[config.mk]
export PLATFORM = sky130hd
export DESIGN_NAME = pgp_gpio
export DESIGN_NICKNAME = d
export VERILOG_FILES = /design/src/include/pgp_pkg.sv /design/src/design/pgp_rmw_alu.sv /design/src/design/pgp_port_cell.sv /design/src/design/pgp_gpio.sv
export VERILOG_INCLUDE_DIRS = /design/src /design/src/include
export SDC_FILE = /design/constraint.sdc
export NUM_CORES = 1
export LEC_CHECK = 0
export ABC_AREA = 1
export BUFFER_PORTS_ARGS = -buffer_cell sky130_fd_sc_hd__buf_2
export CORE_MARGIN = 2
export CORE_UTILIZATION = 55
export DETAILED_ROUTE_END_ITERATION = 8
export PLACE_DENSITY = 0.86
export SYNTH_ARGS = -nofsm -noshare
export SYNTH_HDL_FRONTEND = slang
export SYNTH_SLANG_ARGS = --single-unit
[constraint.sdc]
create_clock -name mclk -period 7 [get_ports mclk]
set_input_delay 0 -clock mclk [delete_from_list [all_inputs] [get_ports mclk]]
set_output_delay 0 -clock mclk [all_outputs]
set_load 0.05 [all_outputs]
[src/include/pgp_map.svh]
// Address map, reset values and field masks of the port pin control block
`ifndef PGP_MAP_SVH
`define PGP_MAP_SVH
`define PGP_ADR_P0 16'hff00
`define PGP_ADR_P1 16'hff01
`define PGP_ADR_P2 16'hff02
`define PGP_ADR_P4 16'hff04
`define PGP_ADR_PM0 16'hff20
`define PGP_ADR_PM1 16'hff21
`define PGP_ADR_PM2 16'hff22
`define PGP_ADR_PM4 16'hff24
`define PGP_ADR_PORT_OPEN_DRAIN_REG 16'hff30
`define PGP_ADR_PIN_OPEN_DRAIN_REG 16'hff31
`define PGP_ADR_PU 16'hfff7
`define PGP_RST_PU 8'h00
`define PGP_RST_POM 8'h00
`define PGP_RST_DIR 8'hff
`define PGP_RST_LAT 8'h00
`define PGP_MSK_PU 8'h17
`define PGP_MSK_PORT_OPEN_DRAIN_REG 8'h03
`define PGP_MSK_PIN_OPEN_DRAIN_REG 8'h60
`define PGP_FIX_DIR2 8'h80
`define PGP_BIT_PU_P0 0
`define PGP_BIT_PU_P1 1
`define PGP_BIT_PU_P2 2
`define PGP_BIT_PU_P4 4
`define PGP_BIT_POM_P0 0
`define PGP_BIT_POM_P1 1
`endif

[src/include/pgp_pkg.sv]
// Types and helper functions of the port pin control block
package pgp_pkg;

    typedef enum logic [2:0] {
        pgp_op_mov,
        pgp_op_set1,
        pgp_op_clr1,
        pgp_op_add,
        pgp_op_sub,
        pgp_op_and,
        pgp_op_or,
        pgp_op_xor
    } pgp_op_t;

    function automatic logic pgp_hit(input logic [15:0] adr, input logic [15:0] reg_adr);
        return adr == reg_adr;
    endfunction : pgp_hit

    // Value a read-modify-write starts from: latch where driven, pin where not
    function automatic logic [7:0] pgp_rmw_src(input logic [7:0] lat, input logic [7:0] dir,
                                               input logic [7:0] lvl);
        return (lat & ~dir) | (lvl & dir);
    endfunction : pgp_rmw_src

endpackage : pgp_pkg

[src/design/pgp_rmw_alu.sv]
// Modify stage of byte, bit and arithmetic memory operations
`timescale 1ns/1ns
module pgp_rmw_alu import pgp_pkg::*; (
    input wire pgp_op_t op,         // Operation kind
    input wire logic [2:0] bit_idx, // Bit for set1/clr1
    input wire logic [7:0] src,     // Value read back
    input wire logic [7:0] operand, // Data from the CPU
    output logic [7:0] res          // Value to write
);
    wire [7:0] bit_msk = 8'h01 << bit_idx;

    always_comb begin
        unique case (op)
            pgp_op_mov: res = operand;
            pgp_op_set1: res = src | bit_msk;
            pgp_op_clr1: res = src & ~bit_msk;
            pgp_op_add: res = 8'(src + operand);
            pgp_op_sub: res = 8'(src - operand);
            pgp_op_and: res = src & operand;
            pgp_op_or: res = src | operand;
            pgp_op_xor: res = src ^ operand;
        endcase
    end
endmodule : pgp_rmw_alu

[src/design/pgp_port_cell.sv]
// One 8-bit port: output latch, direction, pin synchroniser and pad drive
`timescale 1ns/1ns
`include "pgp_map.svh"
module pgp_port_cell import pgp_pkg::*; (
    input wire logic mclk,          // System clock
    input wire logic rst_b,         // Async reset, active low
    input wire logic lat_we,        // Latch write strobe
    input wire logic [7:0] lat_nxt, // Latch write value
    input wire logic dir_we,        // Direction write strobe
    input wire logic [7:0] dir_nxt, // Direction write value
    input wire logic [7:0] dir_fix, // Bits forced to input
    input wire logic [7:0] od_sel,  // Open-drain per pin
    input wire logic pu_en,         // Port pull-up enable
    input wire logic [7:0] pin_in,  // Pad levels
    output logic [7:0] lat_q,       // Output latch
    output logic [7:0] dir_q,       // Direction, 1 = input
    output logic [7:0] pin_lvl,     // Synchronised pad levels
    output logic [7:0] pin_out,     // Pad output value
    output logic [7:0] pin_oe,      // Pad output enable
    output logic [7:0] pin_pu       // Pad pull-up connect
);
    logic [7:0] lat_r;
    logic [7:0] dir_r;
    logic [7:0] sync1_r;
    logic [7:0] sync2_r;

    always_ff @(posedge mclk or negedge rst_b) begin
        if (!rst_b) begin
            lat_r <= `PGP_RST_LAT;
            dir_r <= `PGP_RST_DIR;
            sync1_r <= 8'h00;
            sync2_r <= 8'h00;
        end else begin
            sync1_r <= pin_in;
            sync2_r <= sync1_r;
            if (lat_we) begin
                lat_r <= lat_nxt;
            end
            if (dir_we) begin
                dir_r <= dir_nxt | dir_fix;
            end
        end
    end

    assign lat_q = lat_r;
    assign dir_q = dir_r | dir_fix;
    assign pin_lvl = sync2_r;
    // Open drain never drives high; a 1 in the latch just releases the pad
    assign pin_out = lat_r & ~od_sel;
    assign pin_oe = ~dir_q & (~od_sel | ~lat_r);
    // Output mode never sees the pull-up
    assign pin_pu = {8{pu_en}} & dir_q;
endmodule : pgp_port_cell

[src/design/pgp_gpio.sv]
// Port pin control: pull-ups, open-drain select, latches, memory access
// Overview of operation
// - Pull-up only on pins in input mode
// - Pull-up bit 1 connects, 0 disconnects
// - Reset clears pull-up enable register
// - Ports 0, 1 and two port2 pins open-drain capable
// - Port-level bit sets whole port drive type
// - Pin-level bits set port2 pins 5, 6
// - Reset clears both open-drain select registers
// - Output mode write loads latch, drives pins
// - Input mode write loads latch, pins unchanged
// - Port read returns pins, latch untouched
// - Bit set/clear is byte read-modify-write
// - Output mode arithmetic works on latch
// - Input mode arithmetic leaves latch undefined
// - Direction 0 drives, 1 floats; resets ones
`timescale 1ns/1ns
`include "pgp_map.svh"
module pgp_gpio import pgp_pkg::*; (
    input wire logic mclk,            // System clock, 10 MHz
    input wire logic rst_b,           // Async reset, active low
    input wire logic [15:0] cpu_addr, // Memory address
    input wire logic cpu_wr,          // Write or modify strobe
    input wire logic cpu_rd,          // Read strobe
    input wire pgp_op_t cpu_op,       // Kind of write
    input wire logic [2:0] cpu_bit,   // Bit for set1/clr1
    input wire logic [7:0] cpu_wdata, // Write data or operand
    output logic [7:0] cpu_rdata,     // Read data, one cycle late
    input wire logic [7:0] p0_in,     // Port 0 pad levels
    output logic [7:0] p0_out,        // Port 0 pad value
    output logic [7:0] p0_oe,         // Port 0 pad enable
    output logic [7:0] p0_pu,         // Port 0 pull-up
    input wire logic [7:0] p1_in,     // Port 1 pad levels
    output logic [7:0] p1_out,        // Port 1 pad value
    output logic [7:0] p1_oe,         // Port 1 pad enable
    output logic [7:0] p1_pu,         // Port 1 pull-up
    input wire logic [7:0] p2_in,     // Port 2 pad levels
    output logic [7:0] p2_out,        // Port 2 pad value
    output logic [7:0] p2_oe,         // Port 2 pad enable
    output logic [7:0] p2_pu,         // Port 2 pull-up
    input wire logic [7:0] p4_in,     // Port 4 pad levels
    output logic [7:0] p4_out,        // Port 4 pad value
    output logic [7:0] p4_oe,         // Port 4 pad enable
    output logic [7:0] p4_pu          // Port 4 pull-up
);
    // ****************************************
    // Control registers
    // ****************************************
    logic [7:0] pullup_enable_reg_r;
    logic [7:0] port_open_drain_reg_r;
    logic [7:0] pin_open_drain_reg_r;
    logic [7:0] cpu_rdata_r;

    logic [7:0] lat0, lat1, lat2, lat4;
    logic [7:0] dir0, dir1, dir2, dir4;
    logic [7:0] lvl0, lvl1, lvl2, lvl4;
    logic [7:0] mod_res;

    // ****************************************
    // Address decode
    // ****************************************
    wire hit_p0 = pgp_hit(cpu_addr, `PGP_ADR_P0);
    wire hit_p1 = pgp_hit(cpu_addr, `PGP_ADR_P1);
    wire hit_p2 = pgp_hit(cpu_addr, `PGP_ADR_P2);
    wire hit_p4 = pgp_hit(cpu_addr, `PGP_ADR_P4);
    wire hit_pm0 = pgp_hit(cpu_addr, `PGP_ADR_PM0);
    wire hit_pm1 = pgp_hit(cpu_addr, `PGP_ADR_PM1);
    wire hit_pm2 = pgp_hit(cpu_addr, `PGP_ADR_PM2);
    wire hit_pm4 = pgp_hit(cpu_addr, `PGP_ADR_PM4);
    wire hit_port_open_drain_reg = pgp_hit(cpu_addr, `PGP_ADR_PORT_OPEN_DRAIN_REG);
    wire hit_pin_open_drain_reg = pgp_hit(cpu_addr, `PGP_ADR_PIN_OPEN_DRAIN_REG);
    wire hit_pu = pgp_hit(cpu_addr, `PGP_ADR_PU);

    wire wr_p0 = cpu_wr & hit_p0;
    wire wr_p1 = cpu_wr & hit_p1;
    wire wr_p2 = cpu_wr & hit_p2;
    wire wr_p4 = cpu_wr & hit_p4;
    wire wr_pm0 = cpu_wr & hit_pm0;
    wire wr_pm1 = cpu_wr & hit_pm1;
    wire wr_pm2 = cpu_wr & hit_pm2;
    wire wr_pm4 = cpu_wr & hit_pm4;
    wire wr_port_open_drain_reg = cpu_wr & hit_port_open_drain_reg;
    wire wr_pin_open_drain_reg = cpu_wr & hit_pin_open_drain_reg;
    wire wr_pu = cpu_wr & hit_pu;

    // ****************************************
    // Read-modify-write source
    // ****************************************
    // The core reads the whole byte even for a one-bit op, so input-mode
    // pins pick up their pad level: the latch bit is effectively undefined.
    wire [7:0] src_p0 = pgp_rmw_src(lat0, dir0, lvl0);
    wire [7:0] src_p1 = pgp_rmw_src(lat1, dir1, lvl1);
    wire [7:0] src_p2 = pgp_rmw_src(lat2, dir2, lvl2);
    wire [7:0] src_p4 = pgp_rmw_src(lat4, dir4, lvl4);

    wire [7:0] mod_src = hit_p0 ? src_p0 :
                         hit_p1 ? src_p1 :
                         hit_p2 ? src_p2 :
                         hit_p4 ? src_p4 :
                         hit_pm0 ? dir0 :
                         hit_pm1 ? dir1 :
                         hit_pm2 ? dir2 :
                         hit_pm4 ? dir4 :
                         hit_port_open_drain_reg ? port_open_drain_reg_r :
                         hit_pin_open_drain_reg ? pin_open_drain_reg_r :
                         hit_pu ? pullup_enable_reg_r : 8'h00;

    // Ports read the pads, never the latch
    wire [7:0] rd_mux = hit_p0 ? lvl0 :
                        hit_p1 ? lvl1 :
                        hit_p2 ? lvl2 :
                        hit_p4 ? lvl4 :
                        mod_src;

    pgp_rmw_alu u_alu (
        .op(cpu_op),
        .bit_idx(cpu_bit),
        .src(mod_src),
        .operand(cpu_wdata),
        .res(mod_res)
    );

    // ****************************************
    // Register file
    // ****************************************
    // Reserved bits are held at zero so a careless write cannot enable
    // a pull-up or open drain on a missing port.
    always_ff @(posedge mclk or negedge rst_b) begin
        if (!rst_b) begin
            pullup_enable_reg_r <= `PGP_RST_PU;
            port_open_drain_reg_r <= `PGP_RST_POM;
            pin_open_drain_reg_r <= `PGP_RST_POM;
        end else begin
            if (wr_pu) begin
                pullup_enable_reg_r <= mod_res & `PGP_MSK_PU;
            end
            if (wr_port_open_drain_reg) begin
                port_open_drain_reg_r <= mod_res & `PGP_MSK_PORT_OPEN_DRAIN_REG;
            end
            if (wr_pin_open_drain_reg) begin
                pin_open_drain_reg_r <= mod_res & `PGP_MSK_PIN_OPEN_DRAIN_REG;
            end
        end
    end

    always_ff @(posedge mclk or negedge rst_b) begin
        if (!rst_b) begin
            cpu_rdata_r <= 8'h00;
        end else if (cpu_rd) begin
            cpu_rdata_r <= rd_mux;
        end
    end

    assign cpu_rdata = cpu_rdata_r;

    // ****************************************
    // Drive selection per port
    // ****************************************
    wire [7:0] od0 = {8{port_open_drain_reg_r[`PGP_BIT_POM_P0]}};
    wire [7:0] od1 = {8{port_open_drain_reg_r[`PGP_BIT_POM_P1]}};
    wire [7:0] od2 = pin_open_drain_reg_r & `PGP_MSK_PIN_OPEN_DRAIN_REG;

    // ****************************************
    // Port cells
    // ****************************************
    pgp_port_cell u_p0 (
        .mclk(mclk),
        .rst_b(rst_b),
        .lat_we(wr_p0),
        .lat_nxt(mod_res),
        .dir_we(wr_pm0),
        .dir_nxt(mod_res),
        .dir_fix(8'h00),
        .od_sel(od0),
        .pu_en(pullup_enable_reg_r[`PGP_BIT_PU_P0]),
        .pin_in(p0_in),
        .lat_q(lat0),
        .dir_q(dir0),
        .pin_lvl(lvl0),
        .pin_out(p0_out),
        .pin_oe(p0_oe),
        .pin_pu(p0_pu)
    );

    pgp_port_cell u_p1 (
        .mclk(mclk),
        .rst_b(rst_b),
        .lat_we(wr_p1),
        .lat_nxt(mod_res),
        .dir_we(wr_pm1),
        .dir_nxt(mod_res),
        .dir_fix(8'h00),
        .od_sel(od1),
        .pu_en(pullup_enable_reg_r[`PGP_BIT_PU_P1]),
        .pin_in(p1_in),
        .lat_q(lat1),
        .dir_q(dir1),
        .pin_lvl(lvl1),
        .pin_out(p1_out),
        .pin_oe(p1_oe),
        .pin_pu(p1_pu)
    );

    // Port 2 bit 7 is input only
    pgp_port_cell u_p2 (
        .mclk(mclk),
        .rst_b(rst_b),
        .lat_we(wr_p2),
        .lat_nxt(mod_res),
        .dir_we(wr_pm2),
        .dir_nxt(mod_res),
        .dir_fix(`PGP_FIX_DIR2),
        .od_sel(od2),
        .pu_en(pullup_enable_reg_r[`PGP_BIT_PU_P2]),
        .pin_in(p2_in),
        .lat_q(lat2),
        .dir_q(dir2),
        .pin_lvl(lvl2),
        .pin_out(p2_out),
        .pin_oe(p2_oe),
        .pin_pu(p2_pu)
    );

    pgp_port_cell u_p4 (
        .mclk(mclk),
        .rst_b(rst_b),
        .lat_we(wr_p4),
        .lat_nxt(mod_res),
        .dir_we(wr_pm4),
        .dir_nxt(mod_res),
        .dir_fix(8'h00),
        .od_sel(8'h00),
        .pu_en(pullup_enable_reg_r[`PGP_BIT_PU_P4]),
        .pin_in(p4_in),
        .lat_q(lat4),
        .dir_q(dir4),
        .pin_lvl(lvl4),
        .pin_out(p4_out),
        .pin_oe(p4_oe),
        .pin_pu(p4_pu)
    );
endmodule : pgp_gpio

==> results.sh, run 1 <==
export IMPL_synth_edf_count=0
export IMPL_insertion_delay_ns=0.43
export IMPL_r2r_cells=27
export IMPL_finalSetupViolCount=0
export IMPL_syn_nets=1316
export IMPL_timing_max_cap_violations=0
export IMPL_post_cts_buffers=0
export IMPL_synth_cell_type_count=51
export IMPL_netlist_instances=1240
export IMPL_final_util_pct=67.46
export IMPL_seq_area_frac_synth_pct=41.18
export IMPL_worstSetupPathType="register to register"
export IMPL_cts_tree="built"
export IMPL_grt_first_pass_wirelength_um=49450
export IMPL_synth_top_cell_area_share_pct=31.90
export IMPL_cts_root_buffer="clkbuf_16"
export IMPL_period_share_pct=53.40
export IMPL_syn_avg_cell_area_um2=7.084
export IMPL_nFillCells=1361
export IMPL_routabilityCongestion=1.028
export IMPL_finalNetCount=1510
export IMPL_place_hpwl_um=23400
export IMPL_fp_row_count=46
export IMPL_crit_required_ns=7.32
export IMPL_clock_fmax_mhz=267.5
export IMPL_p_leak_nw=5.896
export IMPL_ys_flop_type="dfrtp_1"
export IMPL_finalCriticalPeriod_ns=3.738
export IMPL_finalHoldViolations=0
export IMPL_io_pins=170
export IMPL_synth_area_leader_cell="dfrtp_1"
export IMPL_rsz0062_at_grt="false"
export IMPL_startpoint_type="register"
export IMPL_area_delta_synth_final_pct=21.11
export IMPL_wire_per_inst_um=19.65
export IMPL_synthTopCellsByArea="dfrtp_1 32%, nand2_1 18%, dfstp_2 9.3%"
export IMPL_cts_made_buffers=17
export IMPL_cp_arrival_ns=4.05
export IMPL_grt_overflow=0
export IMPL_cts_clk_slew_worst_paths_ns=0.07
export IMPL_dp_slack_ns=3.073
export IMPL_antenna_cells=0
export IMPL_clockBufferDepth=2
export IMPL_via_per_inst=5.735
export IMPL_crit_path_end_kind="register"
export IMPL_slew_viol_final=0
export IMPL_cts_resized=0
export IMPL_drc_errors=0
export IMPL_cts_sinks=143
export IMPL_maxSlewHeadroom_pct=32.84
export IMPL_reg2reg_setup_slack_ns=3.26
export IMPL_hp_class="input port to async pin"
export IMPL_worstPathMaxFanout=18
export IMPL_via_count=9538
export IMPL_grtUsageTotal_pct=39.32
export IMPL_ant_nets=0
export IMPL_grt_pass1_vias=9052
export IMPL_instances_no_fill=1663
export IMPL_r2r_end="u_p2.lat_q[6]$_DFFE_PN0P_"
export IMPL_netlist_area_um2=8785
export IMPL_antenna_found_initial=0
export IMPL_final_common_cell="nand2_1"
export IMPL_layout_drive_gt1_share_pct=21.15
export IMPL_synth_async_reset_ratio_pct=100.0
export IMPL_power_density_nw_per_um2=177.5
export IMPL_worstMarginPinSlew_ns=1.001
export IMPL_peakVddDrop_mv=0.2801
export IMPL_yosys_warnings=0
export IMPL_die_h_um=130.4
export IMPL_ys_ff_latch=143
export IMPL_status="finished clean"
export IMPL_first_pass_iters=6
export IMPL_clock_skew_ns=0.01197
export IMPL_setup_tns_ns=0
export IMPL_core_um2=15770
export IMPL_grt_max_degree=79
export IMPL_ctsHoldBuffers=34
export IMPL_die_w_um=130.4
export IMPL_mostFrequentLayoutCells="430 x nand2_1, 186 x inv_1, 167 x buf_2"
export IMPL_placed_cells=1597
export IMPL_drt_iter0_drc=1191
export IMPL_r2r_start="port_open_drain_reg_r[0]$_DFFE_PN0P_"
export IMPL_die_area_um2=17000
export IMPL_io_buffers=168
export IMPL_wl_um=32690
export IMPL_h_tree_depth=4
export IMPL_setup_ws_ns=3.262
export IMPL_start_util_pct=55.70
==> power breakdown <==
group | total (mW) | switching [mW] | internal [mW]
clock network | 0.849 | 0.385 | 0.463
registers | 0.858 | 0.0116 | 0.846
logic | 0.182 | 0.127 | 0.0556
total | 1.89 | 0.524 | 1.37
==> worst max-delay path by stage <==
stage               depth (start not counted)  slack [ns]                            startpoint                             endpoint
floorplan                                  26        3.74             u_p4.dir_r[0]$_DFFE_PN1P_  pin_open_drain_reg_r[6]$_DFFE_PN0P_
global placement                           33        3.26                           cpu_addr[9]            u_p0.lat_q[6]$_DFFE_PN0P_
detailed placement                         26        3.07                          cpu_addr[13]            u_p4.lat_q[6]$_DFFE_PN0P_
CTS                                        27        3.31  port_open_drain_reg_r[0]$_DFFE_PN0P_            u_p2.lat_q[6]$_DFFE_PN0P_
global route                               27        2.97  port_open_drain_reg_r[0]$_DFFE_PN0P_            u_p0.lat_q[6]$_DFFE_PN0P_
finish                                     27        3.26  port_open_drain_reg_r[0]$_DFFE_PN0P_            u_p2.lat_q[6]$_DFFE_PN0P_
==> final cells by class <==
class                      count  area [µm²]  area share [%]
sequential                   143        3617           34.00
tap                          216       270.3           2.540
timing repair buffer         204        1202           11.30
clock inverter                14       118.9           1.117
clock buffer                  18       429.2           4.034
multi-input combinational    869        4253           39.97
inverter                     199       748.2           7.033
==> worst max-delay path: stages, from the launching register on <==
cell and delay, ns:
dfrtp_1 0.60, nand3_1 0.22, nand3_1 0.11, nand2_1 0.07
nand2_1 0.05, nand2_1 0.05, nand2_1 0.04, nand2_1 0.05
nand2_1 0.06, nand2_1 0.08, nand2_1 0.11, inv_1 0.10
ha_1 0.14, inv_1 0.05, fa_1 0.43, nand2_1 0.07
inv_1 0.04, o21ai_0 0.16, nand2_1 0.11, nand2_1 0.08
nand2_1 0.05, a21oi_1 0.15, xor2_1 0.16, o211ai_1 0.11
a21oi_2 0.19, nand2_4 0.16, nand3_1 0.12, nand2_1 0.06
==> kinds of logic after synthesis <==
group,share of synthesized area (%)
simple gates,33.91
buf+inv,10.41
compound gates,11.68
flops,41.18
fa+ha+maj,1.510
xor+xnor,0.6979
mux,0.5697
other cells,0.04269
==> stage by stage <==
stage                     area [µm²]  hold WS (ns)  total power [mW]
after floorplan                 8785       -0.2956            0.9474
after global placement          9751       0.01988             1.031
after detailed placement        9751       0.02539             1.033
after CTS                      10640        0.1225             1.882
after global routing           10640        0.1522             1.944
final                          10640        0.1234             1.889
==> layer usage <==
metal | up-vias | part of all wire, % | track usage (%)
met3 | 131 | 11 | 9.568
met4 | 0 | 5.9 | 20.84
met1 | 4461 | 38 | 50.35
met2 | 643 | 46 | 62.30
met5 | - | 0 | 0
li1 | 4303 | - | -
==> registers in the layout, indices dropped and copies added, names as in the netlist, 7 cells and up <==
name / cells
u_p4.pin_lvl: 8
u_p1.pin_lvl: 8
u_p4.sync1_r: 8
u_p2.lat_q: 8
u_p0.pin_lvl: 8
u_p2.dir_r: 7
u_p4.lat_q: 8
u_p2.sync1_r: 8
u_p4.dir_r: 8
u_p1.dir_r: 8
u_p0.lat_q: 8
u_p1.sync1_r: 8
u_p0.sync1_r: 8
cpu_rdata: 8
u_p2.pin_lvl: 8
u_p1.lat_q: 8
u_p0.dir_r: 8
==> cell usage after synthesis, types with 7 or more instances <==
cell type    n
nand2_1    430
inv_1      186
dfrtp_1    112
nand3_1    100
nor2_1      70
o21ai_0     60
a21oi_1     33
dfstp_2     31
nor3_1      26
o21ai_1     23
nand2_2     18
o211ai_1    14
clkbuf_1    13
o21ai_2     12
ha_1         9
inv_2        9
nand4_1      9
buf_4        8
nand2_4      8
o31ai_1      7
(Power assumes the default switching activity.)
==> inputs of run 2 (changes only) <==
--- a/config.mk
+++ b/config.mk
@@ -6,12 +6,12 @@
 export SDC_FILE = /design/constraint.sdc
 export NUM_CORES = 1
 export LEC_CHECK = 0
-export ABC_AREA = 1
+export ABC_AREA = 0
 export BUFFER_PORTS_ARGS = -buffer_cell sky130_fd_sc_hd__buf_2
 export CORE_MARGIN = 2
-export CORE_UTILIZATION = 55
+export CORE_UTILIZATION = 50
 export DETAILED_ROUTE_END_ITERATION = 8
-export PLACE_DENSITY = 0.86
+export PLACE_DENSITY = 0.84
 export SYNTH_ARGS = -nofsm -noshare
 export SYNTH_HDL_FRONTEND = slang
 export SYNTH_SLANG_ARGS = --single-unit
==> constraint.sdc (replaced) <==
create_clock -name mclk -period 3.2 [get_ports mclk]
set_input_delay 0 -clock mclk [delete_from_list [all_inputs] [get_ports mclk]]
set_output_delay 0 -clock mclk [all_outputs]
set_load 0.05 [all_outputs]
==> results.sh, run 2 <==
export IMPL_status="finished with violations"
export IMPL_violations="setup timing"
export IMPL_grt_max_degree=99
export IMPL_start_util_pct=50.57
export IMPL_ys_ff_latch=143
export IMPL_die_w_um=130.1
export IMPL_combPwrFrac_pct=14.9
export IMPL_via_count=8727
export IMPL_post_dp_cell_area_um2=10310
export IMPL_antenna_cells=0
export IMPL_crit_path_end_kind="register"
export IMPL_startpoint_type="register"
export IMPL_syn_avg_cell_area_um2=9.371
export IMPL_area_delta_synth_final_pct=48.47
export IMPL_die_area_um2=16920
export IMPL_place_hpwl_um=23120
export IMPL_critical_path_most_common_cell="a21oi_1"
export IMPL_routabilityCongestion=1.054
export IMPL_via_per_inst=6.185
export IMPL_p_clk_share_pct=45.1
export IMPL_max_stage_delay_ns=0.45
export IMPL_r2r_start="u_p0.dir_r[0]$_DFFE_PN1P_"
export IMPL_grt_pass1_vias=8278
export IMPL_setup_ws_ns=-0.7422
export IMPL_rsz0062_at_grt="true"
export IMPL_wire_per_inst_um=23.67
export IMPL_switching_share_pct=29.29
export IMPL_cts_made_buffers=17
export IMPL_first_pass_iters=6
export IMPL_insertion_delay_ns=0.44
export IMPL_layout_drive_gt1_share_pct=43.68
export IMPL_antenna_found_initial=0
export IMPL_slowest_stage="or4_4"
export IMPL_yosys_warnings=0
export IMPL_io_buffers=168
export IMPL_p_leak_nw=5.325
export IMPL_synth_edf_count=0
export IMPL_holdWs_ns=0.03005
export IMPL_cts_root_buffer="clkbuf_16"
export IMPL_h_tree_depth=4
export IMPL_worstMarginPinSlew_ns=0.9092
export IMPL_clock_fmax_mhz=253.7
export IMPL_core_um2=15710
export IMPL_finalSetupViolCount=61
export IMPL_startpoint="u_p0.dir_r[0]$_DFFE_PN1P_"
export IMPL_cp_cell_sequence="mux2_4 -> a22oi_2 -> a21oi_1 -> a21oi_1 -> a21oi_1 -> or4_4 -> inv_4 -> ha_4 -> inv_2 -> fa_2 -> a21o_1 -> a21o_1 -> xor2_1 -> a222oi_1 -> inv_1 -> o21ai_2 -> a32oi_4 -> mux2_2"
export IMPL_finalNetCount=1258
export IMPL_timing_max_cap_violations=0
export IMPL_grt_first_pass_wirelength_um=48940
export IMPL_nFillCells=1076
export IMPL_netlist_area_um2=7946
export IMPL_final_common_cell="buf_2"
export IMPL_syn_nets=924
export IMPL_setup_tns_ns=-28.00
export IMPL_mostFrequentLayoutCells="167 x buf_2, 157 x buf_4, 110 x dfrtp_1"
export IMPL_clock_skew_ns=0.01081
export IMPL_ys_flop_type="dfrtp_1"
export IMPL_seq_area_frac_synth_pct=45.52
export IMPL_period_share_pct=123.2
export IMPL_synth_cell_type_count=70
export IMPL_cts_tree="built"
export IMPL_finalCriticalPeriod_ns=3.942
export IMPL_ant_nets=0
export IMPL_synth_top_cell_area_share_pct=35.27
export IMPL_synth_async_reset_ratio_pct=100.0
export IMPL_grt_overflow=0
export IMPL_seqPwrFrac_pct=40.0
export IMPL_power_density_nw_per_um2=399.7
export IMPL_wl_um=33400
export IMPL_placed_cells=1338
export IMPL_switching_power_mw=1.381
export IMPL_drc_errors=0
export IMPL_intPower_mw=3.335
export IMPL_maxSlewHeadroom_pct=39.39
export IMPL_cp_arrival_ns=4.26
export IMPL_drt_iter0_drc=1145
export IMPL_worstPathMaxFanout=9
export IMPL_synthTopCellsByArea="dfrtp_1 35%, dfstp_2 10%, o21ai_0 4.9%"
export IMPL_hp_class="input port to register"
export IMPL_stdcell_area_um2=11800
export IMPL_cts_clk_slew_worst_paths_ns=0.07
export IMPL_fp_row_count=46
export IMPL_crit_required_ns=3.52
export IMPL_min_delay_start="cpu_rd"
export IMPL_instances_no_fill=1411
export IMPL_worstSetupPathType="register to register"
export IMPL_synth_commonest_cells="112 x dfrtp_1, 85 x nand2_1, 78 x o21ai_0"
export IMPL_finalHoldViolations=0
export IMPL_grtUsageTotal_pct=39.77
export IMPL_synth_area_leader_cell="dfrtp_1"
export IMPL_io_pins=170
export IMPL_die_h_um=130.1
export IMPL_peakVddDrop_mv=0.5696
export IMPL_slew_viol_final=0
export IMPL_clockBufferDepth=2
export IMPL_cts_sinks=143
export IMPL_synth_most_common_cell="dfrtp_1"
export IMPL_netlist_instances=848
-- run 2: cell families (layout without fill, tap and decap cells) --
| family | count (synthesis) | after routing | share of synthesized area [%] |
|---|---|---|---|
| muxes | 63 | 63 | 8.455 |
| other | 1 | 1 | 0.04719 |
| AOI/OAI and AO/OA | 240 | 241 | 18.97 |
| and+or+nand+nor | 296 | 296 | 19.71 |
| xor gates and xnor gates | 10 | 10 | 1.102 |
| buffers and inverters | 85 | 431 | 4.519 |
| DFF | 143 | 143 | 45.52 |
| adders and majority gates | 10 | 10 | 1.669 |
-- run 2: routing by layer --
metal	part of all wire, %	vias to the layer above	global-route usage, %	wire, µm
li1	-	3735	-	-
met1	38	4234	51.08	12790
met3	8.7	169	8.282	2913
met4	7.0	0	21.38	2342
met2	46	589	63.47	15360
met5	0	-	0	0
-- run 2: final cells by class --
type | instances | area [µm²] | area share, %
clock inverters | 15 | 196.4 | 1.665
flip-flops and latches | 143 | 3620 | 30.68
inverters | 30 | 115.1 | 0.9757
multi-input cells | 621 | 4621 | 39.17
well taps | 216 | 270.3 | 2.291
repair buffers | 369 | 2550 | 21.61
clock buffers | 17 | 425.4 | 3.606
-- run 2: final timing paths --
| check | end | slack [ns] | cells past startpoint |
|---|---|---|---|
| worst max-delay path | u_p2.lat_q[4]$_DFFE_PN0P_ | -0.74 | 18 |
| worst min-delay path | cpu_rdata[3]$_DFFE_PN0P_ | 0.03 | 2 |
| worst max register to register | u_p2.lat_q[4]$_DFFE_PN0P_ | -0.74 | 18 |
| worst min register to register | u_p1.pin_lvl[7]$_DFF_PN0_ | 0.35 | 0 |
| max in group asynchronous | u_p2.dir_r[6]$_DFFE_PN1P_ | 2.14 | 3 |
| min in group asynchronous | u_p1.pin_lvl[6]$_DFF_PN0_ | 0.23 | 2 |
-- run 2: power groups by stage --
stage | clock (mW) | sequential [mW] | combinational, mW
2_1_floorplan | 0 | 1.93 | 0.237
3_3_place_gp | 0 | 1.91 | 0.540
3_5_place_dp | 0 | 1.92 | 0.545
4_1_cts | 2.12 | 1.89 | 0.662
5_1_grt | 2.20 | 1.89 | 0.738
6_report | 2.13 | 1.89 | 0.704
-- run 2: through the flow --
stage          util, %  setup slack, ns  power, mW
2_1_floorplan        -          -0.3395      2.167
3_5_place_dp     65.59          -0.9033      2.461
6_report         75.08          -0.7422      4.716
3_3_place_gp     65.59          -0.7681      2.455
4_1_cts          74.18          -0.6369      4.666
5_1_grt          75.08          -0.8139      4.832
-- run 2: timing repair --
item / in CTS / in global routing
hold endpoints to repair: 114 / 0
gates cloned: 2 / 1
buffers inserted: 6 / 3
endpoints found under the setup margin: 61 / 67
resized for setup: 82 / 34
pin swaps: 35 / 26
hold buffers: 34 / 0
-- run 2: worst max-delay path: cells and delay by family, from the launching register on --
| kind | cells | cell delay [ns] |
|---|---|---|
| AND/OR/NAND/NOR | 1 | 0.45 |
| adder cells (fa/ha/maj) | 2 | 0.44 |
| AO/OA/AOI/OAI | 9 | 1.55 |
| flip-flops | 1 | 0.37 |
| buffers and inverters | 3 | 0.22 |
| multiplexers | 2 | 0.61 |
| XOR/XNOR | 1 | 0.17 |
